===== config.mk =====
export PLATFORM = sky130hd
export DESIGN_NAME = low_power_mode_controller
export DESIGN_NICKNAME = d
export VERILOG_FILES = /design/src/hdl/lpc_pkg.sv /design/src/hdl/div_if.sv /design/src/hdl/clock_ratio_divider.sv /design/src/hdl/low_power_mode_controller.sv
export VERILOG_INCLUDE_DIRS = /design/src /design/src/hdl
export SDC_FILE = /design/constraint.sdc
export NUM_CORES = 1
export LEC_CHECK = 0
export ABC_AREA = 1
export BUFFER_PORTS_ARGS = -buffer_cell sky130_fd_sc_hd__buf_4
export CAP_MARGIN = 5
export CELL_PAD_IN_SITES_DETAIL_PLACEMENT = 0
export CELL_PAD_IN_SITES_GLOBAL_PLACEMENT = 1
export CORE_UTILIZATION = 38
export DETAILED_ROUTE_END_ITERATION = 8
export GPL_TIMING_DRIVEN = 0
export PLACE_DENSITY = 0.86
export SKIP_LAST_GASP = 1
export SYNTH_ARGS = -nofsm -noshare
export SYNTH_HDL_FRONTEND = slang
export SYNTH_HIERARCHICAL = 1
export SYNTH_SLANG_ARGS = --single-unit

===== constraint.sdc =====
create_clock -name i_clk -period 1.7 [get_ports i_clk]
set_clock_uncertainty 0.15 [all_clocks]
set_input_delay 0 -clock i_clk [delete_from_list [all_inputs] [get_ports i_clk]]
set_output_delay 0 -clock i_clk [all_outputs]
set_load 0.01 [all_outputs]

===== src/hdl/lpc_defines.svh =====
// Register map, field positions, codes and reset values of the controller
`ifndef LPC_DEFINES_SVH
`define LPC_DEFINES_SVH
`define ADDR_W 8
`define DATA_W 32
`define A_UNLOCK 8'h00
`define A_CLK_DIV 8'h04
`define A_PIN_CTRL 8'h08
`define A_MSTOP_A 8'h0c
`define A_MSTOP_B 8'h10
`define A_MSTOP_C 8'h14
`define A_MSTOP_D 8'h18
`define A_OP_POWER 8'h1c
`define A_MOSC_WAIT 8'h20
`define A_SOSC_WAIT 8'h24
`define A_STBY_SEL 8'h28
`define A_DEEP_CTRL 8'h2c
`define A_REL_ENA1 8'h30
`define A_REL_ENA2 8'h34
`define A_REL_ENA3 8'h38
`define A_REL_FLG1 8'h3c
`define A_REL_FLG2 8'h40
`define A_REL_FLG3 8'h44
`define A_REL_EDG1 8'h48
`define A_REL_EDG2 8'h4c
`define A_REL_EDG3 8'h50
`define A_IRQ_STAT 8'h54
`define A_IRQ_MASK 8'h58
`define A_PSTATE 8'h5c
`define NUM_DIV 7
`define DIV_STRIDE 4
`define DIV_RATIO_W 3
`define DIV_CNT_W 8
`define CLK_DIV_W 28
`define DIV_IDX_CORE 0
`define DIV_IDX_BUS 5
`define PIN_BUS_HIGH 0
`define PIN_SMEM_HIGH 1
`define MSTOP_RST 32'hffff_ffff
`define BIT_TIMER_W_UNIT1 0
`define BIT_TIMER_W_UNIT0 1
`define BIT_PULSE_GEN_UNIT1 10
`define BIT_PULSE_GEN_UNIT0 11
`define BIT_CONVERTER_UNIT1 16
`define BIT_CAN_0 0
`define BIT_CAN_1 1
`define BIT_ETHERNET 15
`define BIT_SERIAL_PERIPH_1 16
`define BIT_USB 19
`define BIT_CAPTURE_UNIT 22
`define BIT_BACKUP_RAM 7
`define BIT_I2C_2 17
`define BIT_SERIAL_PERIPH_2 22
`define BIT_QUAD_SERIAL 23
`define OPM_HIGH_SPEED 3'h0
`define OPM_LOW_SPEED_1 3'h6
`define OPM_LOW_SPEED_2 3'h7
`define OPM_RST 3'h0
`define WAIT_RST 8'h00
`define STBY_SLEEP 2'h0
`define STBY_ALLSTOP 2'h1
`define STBY_SOFT 2'h2
`define STBY_DEEP 2'h3
`define CUT_KEEP 2'h0
`define CUT_FORBIDDEN 2'h2
`define CUT_FULL 2'h3
`define REL_I2C_DATA 0
`define REL_I2C_CLOCK 1
`define REL_USB 2
`define REL_W 3
`define IRQ_RELEASE 0
`define IRQ_WAKE 1
`define IRQ_PROTECT 2
`define IRQ_W 3
`define PSTATE_W 5
`endif


===== src/hdl/lpc_pkg.sv =====
// Types shared by the low power controller and its clock dividers
`include "lpc_defines.svh"
package lpc_pkg;
    typedef enum logic [`PSTATE_W-1:0] {
        PS_RUN = 5'h01,
        PS_SLEEP = 5'h02,
        PS_ALLSTOP = 5'h04,
        PS_SOFT_STBY = 5'h08,
        PS_DEEP_STBY = 5'h10
    } power_state_t;

    typedef struct packed {
        logic unlock;
        logic [`CLK_DIV_W-1:0] clk_div;
        logic [1:0] pin_ctrl;
        logic [31:0] mstop_a;
        logic [31:0] mstop_b;
        logic [31:0] mstop_c;
        logic [31:0] mstop_d;
        logic [2:0] power_mode_select;
        logic [7:0] main_osc_wait_select;
        logic [7:0] sub_osc_wait_select;
        logic [1:0] stby_sel;
        logic [1:0] deep_power_cut;
        logic [7:0] ena1;
        logic [7:0] ena2;
        logic [7:0] ena3;
        logic [7:0] edg1;
        logic [7:0] edg2;
        logic [7:0] edg3;
        logic [`REL_W-1:0] flg2;
        logic [`REL_W-1:0] pin_prev;
        logic [`IRQ_W-1:0] irq_stat;
        logic [`IRQ_W-1:0] irq_mask;
        power_state_t pstate;
        logic [`DATA_W-1:0] rdata;
    } lpc_state_t;

    typedef struct packed {
        logic [`DIV_CNT_W-1:0] cnt;
        logic lvl;
    } div_state_t;
endpackage


===== src/hdl/div_if.sv =====
// Link between the controller and one clock ratio divider
`timescale 1ns/100ps
`include "lpc_defines.svh"
interface div_if;
    logic [`DIV_RATIO_W-1:0] ratio;
    logic run;
    logic tick;
    logic lvl;
    modport ctrl (output ratio, output run, input tick, input lvl);
    modport div (input ratio, input run, output tick, output lvl);
endinterface


===== src/hdl/clock_ratio_divider.sv =====
// Divides the system clock by a power of two, stops high when halted
`timescale 1ns/100ps
`include "lpc_defines.svh"
module clock_ratio_divider (
    input wire logic i_clk,
    input wire logic i_rst_n,
    div_if.div dv
);
    lpc_pkg::div_state_t q;
    lpc_pkg::div_state_t n;
    logic [`DIV_CNT_W-1:0] last;

    // Terminal count is 2**ratio - 1
    assign last = (`DIV_CNT_W'(1) << dv.ratio) - `DIV_CNT_W'(1);
    assign dv.tick = dv.run && (q.cnt >= last);
    assign dv.lvl = q.lvl;

    // Count while running; a halted clock rests high
    always_comb begin
        n = q;
        if (!dv.run) begin
            n.cnt = '0;
            n.lvl = 1'b1;
        end else if (dv.tick) begin
            n.cnt = '0;
            n.lvl = ~q.lvl;
        end else begin
            n.cnt = q.cnt + `DIV_CNT_W'(1);
        end
    end

    // State register
    always_ff @(posedge i_clk) begin
        if (!i_rst_n) begin
            q <= '0;
            q.lvl <= 1'b1;
        end else begin
            q <= n;
        end
    end
endmodule // clock_ratio_divider


===== src/hdl/low_power_mode_controller.sv =====
// Low power mode controller: clock ratios, module stops, standby sequencing
//
// Our own choices: the address map and the strobed register port.
`timescale 1ns/100ps
`include "lpc_defines.svh"
module low_power_mode_controller (
    input wire logic i_clk,
    input wire logic i_rst_n,
    input wire logic [`ADDR_W-1:0] i_addr,
    input wire logic [`DATA_W-1:0] i_wdata,
    input wire logic i_wr,
    input wire logic i_rd,
    output logic [`DATA_W-1:0] o_rdata,
    input wire logic i_wait_instr,
    input wire logic i_wake_irq,
    input wire logic i_i2c2_data_release_input,
    input wire logic i_i2c2_clock_release_input,
    input wire logic i_usb_suspend_resume,
    output logic [`NUM_DIV-1:0] o_div_tick,
    output logic [`NUM_DIV-1:0] o_div_clk,
    output logic o_bus_clock_pin,
    output logic o_sync_mem_clock_pin,
    output logic [31:0] o_module_stop_a,
    output logic [31:0] o_module_stop_b,
    output logic [31:0] o_module_stop_c,
    output logic [31:0] o_module_stop_d,
    output logic [2:0] o_power_mode_select,
    output logic [7:0] o_main_osc_wait_select,
    output logic [7:0] o_sub_osc_wait_select,
    output logic o_cpu_stop,
    output logic o_periph_clock_stop,
    output logic o_osc_stop,
    output logic o_deep_standby,
    output logic o_backup_ram_power_off,
    output logic o_usb_resume_power_off,
    output logic o_voltage_monitor_stop,
    output logic o_por_low_power,
    output logic o_irq
);
    lpc_pkg::lpc_state_t q;
    lpc_pkg::lpc_state_t n;
    logic prot_addr;
    logic wr_ok;
    logic run_core;
    logic run_periph;
    logic in_deep;
    logic [`REL_W-1:0] rel_now;
    logic [`REL_W-1:0] rel_rise;
    logic [`REL_W-1:0] rel_fall;
    logic [`REL_W-1:0] rel_event;
    logic [`REL_W-1:0] rel_edge_sel;
    logic [`REL_W-1:0] rel_enable;
    logic release_any;
    logic [`IRQ_W-1:0] irq_event;
    logic [`NUM_DIV-1:0] div_clk;

    // Clock dividers, one per clock domain
    genvar g;
    generate
        for (g = 0; g < `NUM_DIV; g++) begin : g_div
            div_if u_dif ();
            assign u_dif.ratio = q.clk_div[g*`DIV_STRIDE+:`DIV_RATIO_W];
            assign u_dif.run = (g == `DIV_IDX_CORE) ? run_core : run_periph;
            clock_ratio_divider u_div (
                .i_clk(i_clk),
                .i_rst_n(i_rst_n),
                .dv(u_dif.div)
            );
            assign o_div_tick[g] = u_dif.tick;
            assign div_clk[g] = u_dif.lvl;
        end
    endgenerate
    assign o_div_clk = div_clk;

    // Core runs only in run; other clocks also run in sleep
    assign run_core = (q.pstate == lpc_pkg::PS_RUN);
    assign run_periph = run_core || (q.pstate == lpc_pkg::PS_SLEEP);
    assign in_deep = (q.pstate == lpc_pkg::PS_DEEP_STBY);

    // Clock pins: clock or steady high
    assign o_bus_clock_pin = q.pin_ctrl[`PIN_BUS_HIGH] ? 1'b1
                             : div_clk[`DIV_IDX_BUS];
    assign o_sync_mem_clock_pin = q.pin_ctrl[`PIN_SMEM_HIGH] ? 1'b1
                                  : div_clk[`DIV_IDX_BUS];

    // Register-held outputs
    assign o_rdata = q.rdata;
    assign o_module_stop_a = q.mstop_a;
    assign o_module_stop_b = q.mstop_b;
    assign o_module_stop_c = q.mstop_c;
    assign o_module_stop_d = q.mstop_d;
    assign o_power_mode_select = q.power_mode_select;
    assign o_main_osc_wait_select = q.main_osc_wait_select;
    assign o_sub_osc_wait_select = q.sub_osc_wait_select;
    assign o_cpu_stop = !run_core;
    assign o_periph_clock_stop = !run_periph;
    assign o_osc_stop = (q.pstate == lpc_pkg::PS_SOFT_STBY) || in_deep;
    assign o_deep_standby = in_deep;
    assign o_irq = |(q.irq_stat & q.irq_mask);

    // Power cuts apply only while in deep standby
    assign o_backup_ram_power_off = in_deep && q.deep_power_cut[0];
    assign o_usb_resume_power_off = in_deep && q.deep_power_cut[0];
    assign o_voltage_monitor_stop = in_deep
                                    && (q.deep_power_cut == `CUT_FULL);
    assign o_por_low_power = in_deep && (q.deep_power_cut == `CUT_FULL);

    // Release inputs: selected edge (always rising for USB) raises a flag, enabled flag wakes deep standby
    assign rel_now = {i_usb_suspend_resume, i_i2c2_clock_release_input,
                      i_i2c2_data_release_input};
    assign rel_rise = rel_now & ~q.pin_prev;
    assign rel_fall = ~rel_now & q.pin_prev;
    assign rel_edge_sel = {1'b1, q.edg2[`REL_I2C_CLOCK],
                           q.edg2[`REL_I2C_DATA]};
    assign rel_event = (rel_edge_sel & rel_rise)
                       | (~rel_edge_sel & rel_fall);
    assign rel_enable = q.ena2[`REL_W-1:0];
    assign release_any = |(q.flg2 & rel_enable);

    // Registers behind the write unlock
    always_comb begin
        case (i_addr)
            `A_MSTOP_A, `A_MSTOP_B, `A_MSTOP_C, `A_MSTOP_D,
            `A_OP_POWER, `A_MOSC_WAIT, `A_SOSC_WAIT, `A_STBY_SEL,
            `A_DEEP_CTRL, `A_REL_ENA1, `A_REL_ENA2, `A_REL_ENA3,
            `A_REL_FLG2, `A_REL_EDG1, `A_REL_EDG2, `A_REL_EDG3: begin
                prot_addr = 1'b1;
            end
            default: begin
                prot_addr = 1'b0;
            end
        endcase
    end
    assign wr_ok = i_wr && (!prot_addr || q.unlock);

    // Next state: bus access, release flags, power state sequence
    always_comb begin
        n = q;
        n.rdata = '0;
        irq_event = '0;
        n.pin_prev = rel_now;
        if (i_rd) begin
            case (i_addr)
                `A_UNLOCK: n.rdata = 32'(q.unlock);
                `A_CLK_DIV: n.rdata = 32'(q.clk_div);
                `A_PIN_CTRL: n.rdata = 32'(q.pin_ctrl);
                `A_MSTOP_A: n.rdata = q.mstop_a;
                `A_MSTOP_B: n.rdata = q.mstop_b;
                `A_MSTOP_C: n.rdata = q.mstop_c;
                `A_MSTOP_D: n.rdata = q.mstop_d;
                `A_OP_POWER: n.rdata = 32'(q.power_mode_select);
                `A_MOSC_WAIT: n.rdata = 32'(q.main_osc_wait_select);
                `A_SOSC_WAIT: n.rdata = 32'(q.sub_osc_wait_select);
                `A_STBY_SEL: n.rdata = 32'(q.stby_sel);
                `A_DEEP_CTRL: n.rdata = 32'(q.deep_power_cut);
                `A_REL_ENA1: n.rdata = 32'(q.ena1);
                `A_REL_ENA2: n.rdata = 32'(q.ena2);
                `A_REL_ENA3: n.rdata = 32'(q.ena3);
                `A_REL_FLG2: n.rdata = 32'(q.flg2);
                `A_REL_EDG1: n.rdata = 32'(q.edg1);
                `A_REL_EDG2: n.rdata = 32'(q.edg2);
                `A_REL_EDG3: n.rdata = 32'(q.edg3);
                `A_IRQ_STAT: n.rdata = 32'(q.irq_stat);
                `A_IRQ_MASK: n.rdata = 32'(q.irq_mask);
                `A_PSTATE: n.rdata = 32'(q.pstate);
                default: n.rdata = '0;
            endcase
        end
        if (i_wr && !wr_ok) begin
            irq_event[`IRQ_PROTECT] = 1'b1;
        end
        if (wr_ok) begin
            case (i_addr)
                `A_UNLOCK: n.unlock = i_wdata[0];
                `A_CLK_DIV: n.clk_div = i_wdata[`CLK_DIV_W-1:0];
                `A_PIN_CTRL: n.pin_ctrl = i_wdata[1:0];
                `A_MSTOP_A: n.mstop_a = i_wdata;
                `A_MSTOP_B: n.mstop_b = i_wdata;
                `A_MSTOP_C: n.mstop_c = i_wdata;
                `A_MSTOP_D: n.mstop_d = i_wdata;
                `A_OP_POWER: begin
                    // Unlisted codes are dropped
                    if (i_wdata[2:0] == `OPM_HIGH_SPEED
                        || i_wdata[2:0] == `OPM_LOW_SPEED_1
                        || i_wdata[2:0] == `OPM_LOW_SPEED_2) begin
                        n.power_mode_select = i_wdata[2:0];
                    end
                end
                `A_MOSC_WAIT: n.main_osc_wait_select = i_wdata[7:0];
                `A_SOSC_WAIT: n.sub_osc_wait_select = i_wdata[7:0];
                `A_STBY_SEL: n.stby_sel = i_wdata[1:0];
                `A_DEEP_CTRL: begin
                    if (i_wdata[1:0] != `CUT_FORBIDDEN) begin
                        n.deep_power_cut = i_wdata[1:0];
                    end
                end
                `A_REL_ENA1: n.ena1 = i_wdata[7:0];
                `A_REL_ENA2: n.ena2 = i_wdata[7:0];
                `A_REL_ENA3: n.ena3 = i_wdata[7:0];
                `A_REL_FLG2: n.flg2 = q.flg2 & ~i_wdata[`REL_W-1:0];
                `A_REL_EDG1: n.edg1 = i_wdata[7:0];
                `A_REL_EDG2: n.edg2 = i_wdata[7:0];
                `A_REL_EDG3: n.edg3 = i_wdata[7:0];
                `A_IRQ_STAT: n.irq_stat = q.irq_stat & ~i_wdata[`IRQ_W-1:0];
                `A_IRQ_MASK: n.irq_mask = i_wdata[`IRQ_W-1:0];
                default: n.unlock = q.unlock;
            endcase
        end
        // A new event beats a clear in the same cycle
        n.flg2 = n.flg2 | rel_event;
        case (q.pstate)
            lpc_pkg::PS_RUN: begin
                if (i_wait_instr) begin
                    case (q.stby_sel)
                        `STBY_SLEEP: n.pstate = lpc_pkg::PS_SLEEP;
                        `STBY_ALLSTOP: n.pstate = lpc_pkg::PS_ALLSTOP;
                        `STBY_SOFT: n.pstate = lpc_pkg::PS_SOFT_STBY;
                        default: n.pstate = lpc_pkg::PS_DEEP_STBY;
                    endcase
                end
            end
            lpc_pkg::PS_SLEEP, lpc_pkg::PS_ALLSTOP,
            lpc_pkg::PS_SOFT_STBY: begin
                if (i_wake_irq) begin
                    n.pstate = lpc_pkg::PS_RUN;
                    irq_event[`IRQ_WAKE] = 1'b1;
                end
            end
            lpc_pkg::PS_DEEP_STBY: begin
                if (release_any) begin
                    n.pstate = lpc_pkg::PS_RUN;
                    irq_event[`IRQ_RELEASE] = 1'b1;
                end
            end
            default: n.pstate = lpc_pkg::PS_RUN;
        endcase
        n.irq_stat = n.irq_stat | irq_event;
    end

    // State register
    always_ff @(posedge i_clk) begin
        if (!i_rst_n) begin
            q <= '0;
            q.mstop_a <= `MSTOP_RST;
            q.mstop_b <= `MSTOP_RST;
            q.mstop_c <= `MSTOP_RST;
            q.mstop_d <= `MSTOP_RST;
            q.power_mode_select <= `OPM_RST;
            q.main_osc_wait_select <= `WAIT_RST;
            q.sub_osc_wait_select <= `WAIT_RST;
            q.deep_power_cut <= `CUT_KEEP;
            q.pstate <= lpc_pkg::PS_RUN;
        end else begin
            q <= n;
        end
    end
endmodule // low_power_mode_controller


==> results.json <==
{
  "outcome": "finished, violations left",
  "violations": "negative hold slack, negative setup slack",
  "synthArstFlopShare_pct": 0,
  "crit_required_ns": 1.55,
  "synth_area_per_cell_um2": 7.06,
  "fin_crit_ns": 2.16,
  "postRouteAntennaNets": 0,
  "grt_pass1_vias": 17741,
  "antenna_found_initial": 1,
  "power.density_nw_per_um2": 850,
  "io_pins": 253,
  "cap_violations": 0,
  "die_w_um": 222,
  "crit_type": "flip-flop to output pin",
  "worstSetupEndpointType": "output pin",
  "firstDrtPassIters": 7,
  "cts_root_buffer": "clkbuf_16",
  "yosysTopAreaCell": "dfxtp_1",
  "cts_max_level": 2,
  "final_common_cell": "nand2_1",
  "routedWlPerCell_um": 19.2,
  "layout_common_cells": "nand2_1 (555), buf_4 (493), nor2_1 (323), dfxtp_1 (318), inv_1 (241)",
  "num-fill-cells": 4576,
  "grt_max_degree": 14,
  "die_area_um2": 49300,
  "die_y_um": 222,
  "min_path_type": "input pin to flip-flop",
  "cts_buffers": 39,
  "drtIter0Drc": 1640,
  "synth_edf_count": 0,
  "clk_latency_ns": 0.57,
  "syn_nets": 2718,
  "dpl_cell_area_um2": 21000,
  "grt_usage_pct": 27.6,
  "reg2regPathDepth": 11,
  "finalInstanceArea_um2": 24700,
  "final_util_pct": 51.7,
  "io_buffers": 250,
  "ys_seq_elements": 342,
  "ir_drop_mv": 0.622,
  "cts_tree": "yes",
  "cts.clk_slew.worst_paths_ns": 0.06,
  "tightest_slew_ns": 1.01,
  "syn_area_um2": 18400,
  "leakage_nw": 11.5,
  "setup_viol": 72,
  "synth_cell_type_count": 39,
  "grt_pass1_wl_um": 105000,
  "core_um2": 47700,
  "critPathLaunchType": "flip-flop",
  "drc_errors": 0,
  "netlist_top_cells_area": "dfxtp_1 (37%), nand2_1 (13%), buf_4 (8.2%)",
  "clock_sinks": 342,
  "area_delta_synth_final_pct": 34.2,
  "synth_cells": 2606,
  "synth_warnings": 6,
  "rsz0062_at_grt": "true",
  "finalNetCount": 3124,
  "slew-limit-headroom_pct": 32.7,
  "clk_path_buf_depth": 3,
  "hold-worst-slack_ns": -0.0336,
  "hold_violations": 4,
  "worst_ep_arrival_time_ns": 2.01,
  "ys.flop_type": "dfxtp_1",
  "place_congestion": 0.933,
  "finalCritPeriodShare_pct": 127,
  "avgViaCountPerCell": 5.19,
  "grt-ovfl-total": 0,
  "initial_core_util_pct": 38.5,
  "min_path_cells": 7,
  "seq_area_frac_synth_pct": 37.2,
  "fmax_mhz": 462,
  "drt-total-wl_um": 70100,
  "crit_fanout": 7,
  "synth_top_cell_area_share_pct": 37.2,
  "dpl.hpwl_um": 49600,
  "drv_slew": 0,
  "rows": 80,
  "final.setup.worst_slack_ns": -0.463,
  "routed-via-count": 18959,
  "drive_gt1_share_pct": 30.4
}
==> where the power goes <==
part,total [W],switching [W],internal [W]
clock network,0.00875,0.00350,0.00524
logic,0.00385,0.00224,0.00161
registers,0.00837,0.000195,0.00817
==> area by class of cell <==
type	count	area, um^2	area share (%)
timing repair buffer	371	3050	12.4
antenna	1	2.50	0.0101
inverter	262	988	4.01
clock buffer	61	1190	4.83
tap	615	769	3.12
clock inverter	6	105	0.426
multi-input combinational	1678	9460	38.3
buffer	318	2180	8.82
sequential	342	6930	28.1
==> cells by family (layout without fill, tap and decap cells) <==
kind of cell,after synthesis,after routing,synth area share (%)
DFF,342,342,37.2
buffers and inverters,587,1018,16.9
other,7,8,0.143
AOI/OAI and AO/OA,167,167,5.71
xor gates and xnor gates,35,35,1.67
and+or+nand+nor,1405,1406,34.1
adders and majority gates,63,63,4.29
==> sequential cells by signal, summed over array words and instances, names as in the netlist <==
register,flops
g_div.u_div/q,56
o_module_stop_a,32
g_div.u_div/dv.lvl,7
o_module_stop_d,32
o_module_stop_b,32
g_div.u_dif.ratio,21
o_sub_osc_wait_select,8
o_rdata,32
q,79
o_power_mode_select,3
o_module_stop_c,32
o_main_osc_wait_select,8
==> path summary, 6_finish.rpt <==
check / slack, ns / from / end
setup / recovery: -0.46 / g_div[6].u_dif.ratio[1]$_SDFFE_PN0P_ / o_div_tick[6]
hold / removal: -0.03 / i_addr[4] / q[100]$_SDFFE_PN0P_
setup reg to reg: -0.29 / g_div[1].u_dif.ratio[2]$_SDFFE_PN0P_ / g_div[1].u_div/q[6]$_SDFF_PP0_
hold reg to reg: 0.29 / q[45]$_SDFF_PN0_ / q[48]$_SDFF_PN0_
==> per-layer routing <==
layer  wire [um]  GRT usage [%]  up-vias
li1            -              -     9017
met1       29300           36.1     8863
met2       31800           44.9      902
met3        5870           4.77      177
met4        3130           11.0        0
met5           0              0        -
==> critical path: stages (launching register included) <==
cell	delay, ns
dfxtp_4	0.44
a21oi_2	0.08
ha_1	0.28
nand2_2	0.09
inv_2	0.03
nand2_1	0.05
nand2_1	0.07
nand2_2	0.08
nand3_2	0.09
nand2_2	0.07
inv_2	0.05
buf_6	0.11
==> per-stage QoR <==
step / total power, W / hold WS (ns) / cells / setup WS (ns) / TNS, ns
floorplan: 0.0101 / -0.0565 / 2606 / 0.0388 / 0
global placement: 0.0112 / 0.0503 / 3471 / -1.05 / -203.02
detailed placement: 0.0113 / 0.0532 / 3471 / -1.04 / -211.90
CTS: 0.0207 / 0.0165 / 3636 / -0.443 / -87.76
global route: 0.0216 / 0.0257 / 3653 / -0.524 / -16.70
finish: 0.0210 / -0.0336 / 3654 / -0.463 / -10.46
==> cells in the mapped netlist (5+ instances only) <==
master and n:
nand2_1 617, nor2_1 362, dfxtp_1 342, inv_1 262
buf_4 202, nand3_1 199, nand4_1 140, ha_1 63
a21oi_1 51, clkbuf_1 51, o21ai_0 38, nor2_2 33
buf_2 30, buf_1 27, xor2_1 21, a221oi_1 18
o22ai_1 18, buf_6 15, nand3_2 15, xnor2_1 14
nand2_2 11, o2111ai_1 9, a22o_1 8, a21o_1 7
conb_1 7, nand4_2 7, nor3_2 7, nor3_1 5
==> repair_timing <==
item | 4_1_cts | 5_1_grt
hold buffers | 56 | 0
gates resized for setup | 237 | 134
buffers inserted | 57 | 23
gates cloned | 1 | 0
endpoints found under the hold margin | 283 | 0
pin swaps | 86 | 66
endpoints found under the setup margin | 300 | 327
Power figures use the tool's default switching activity.
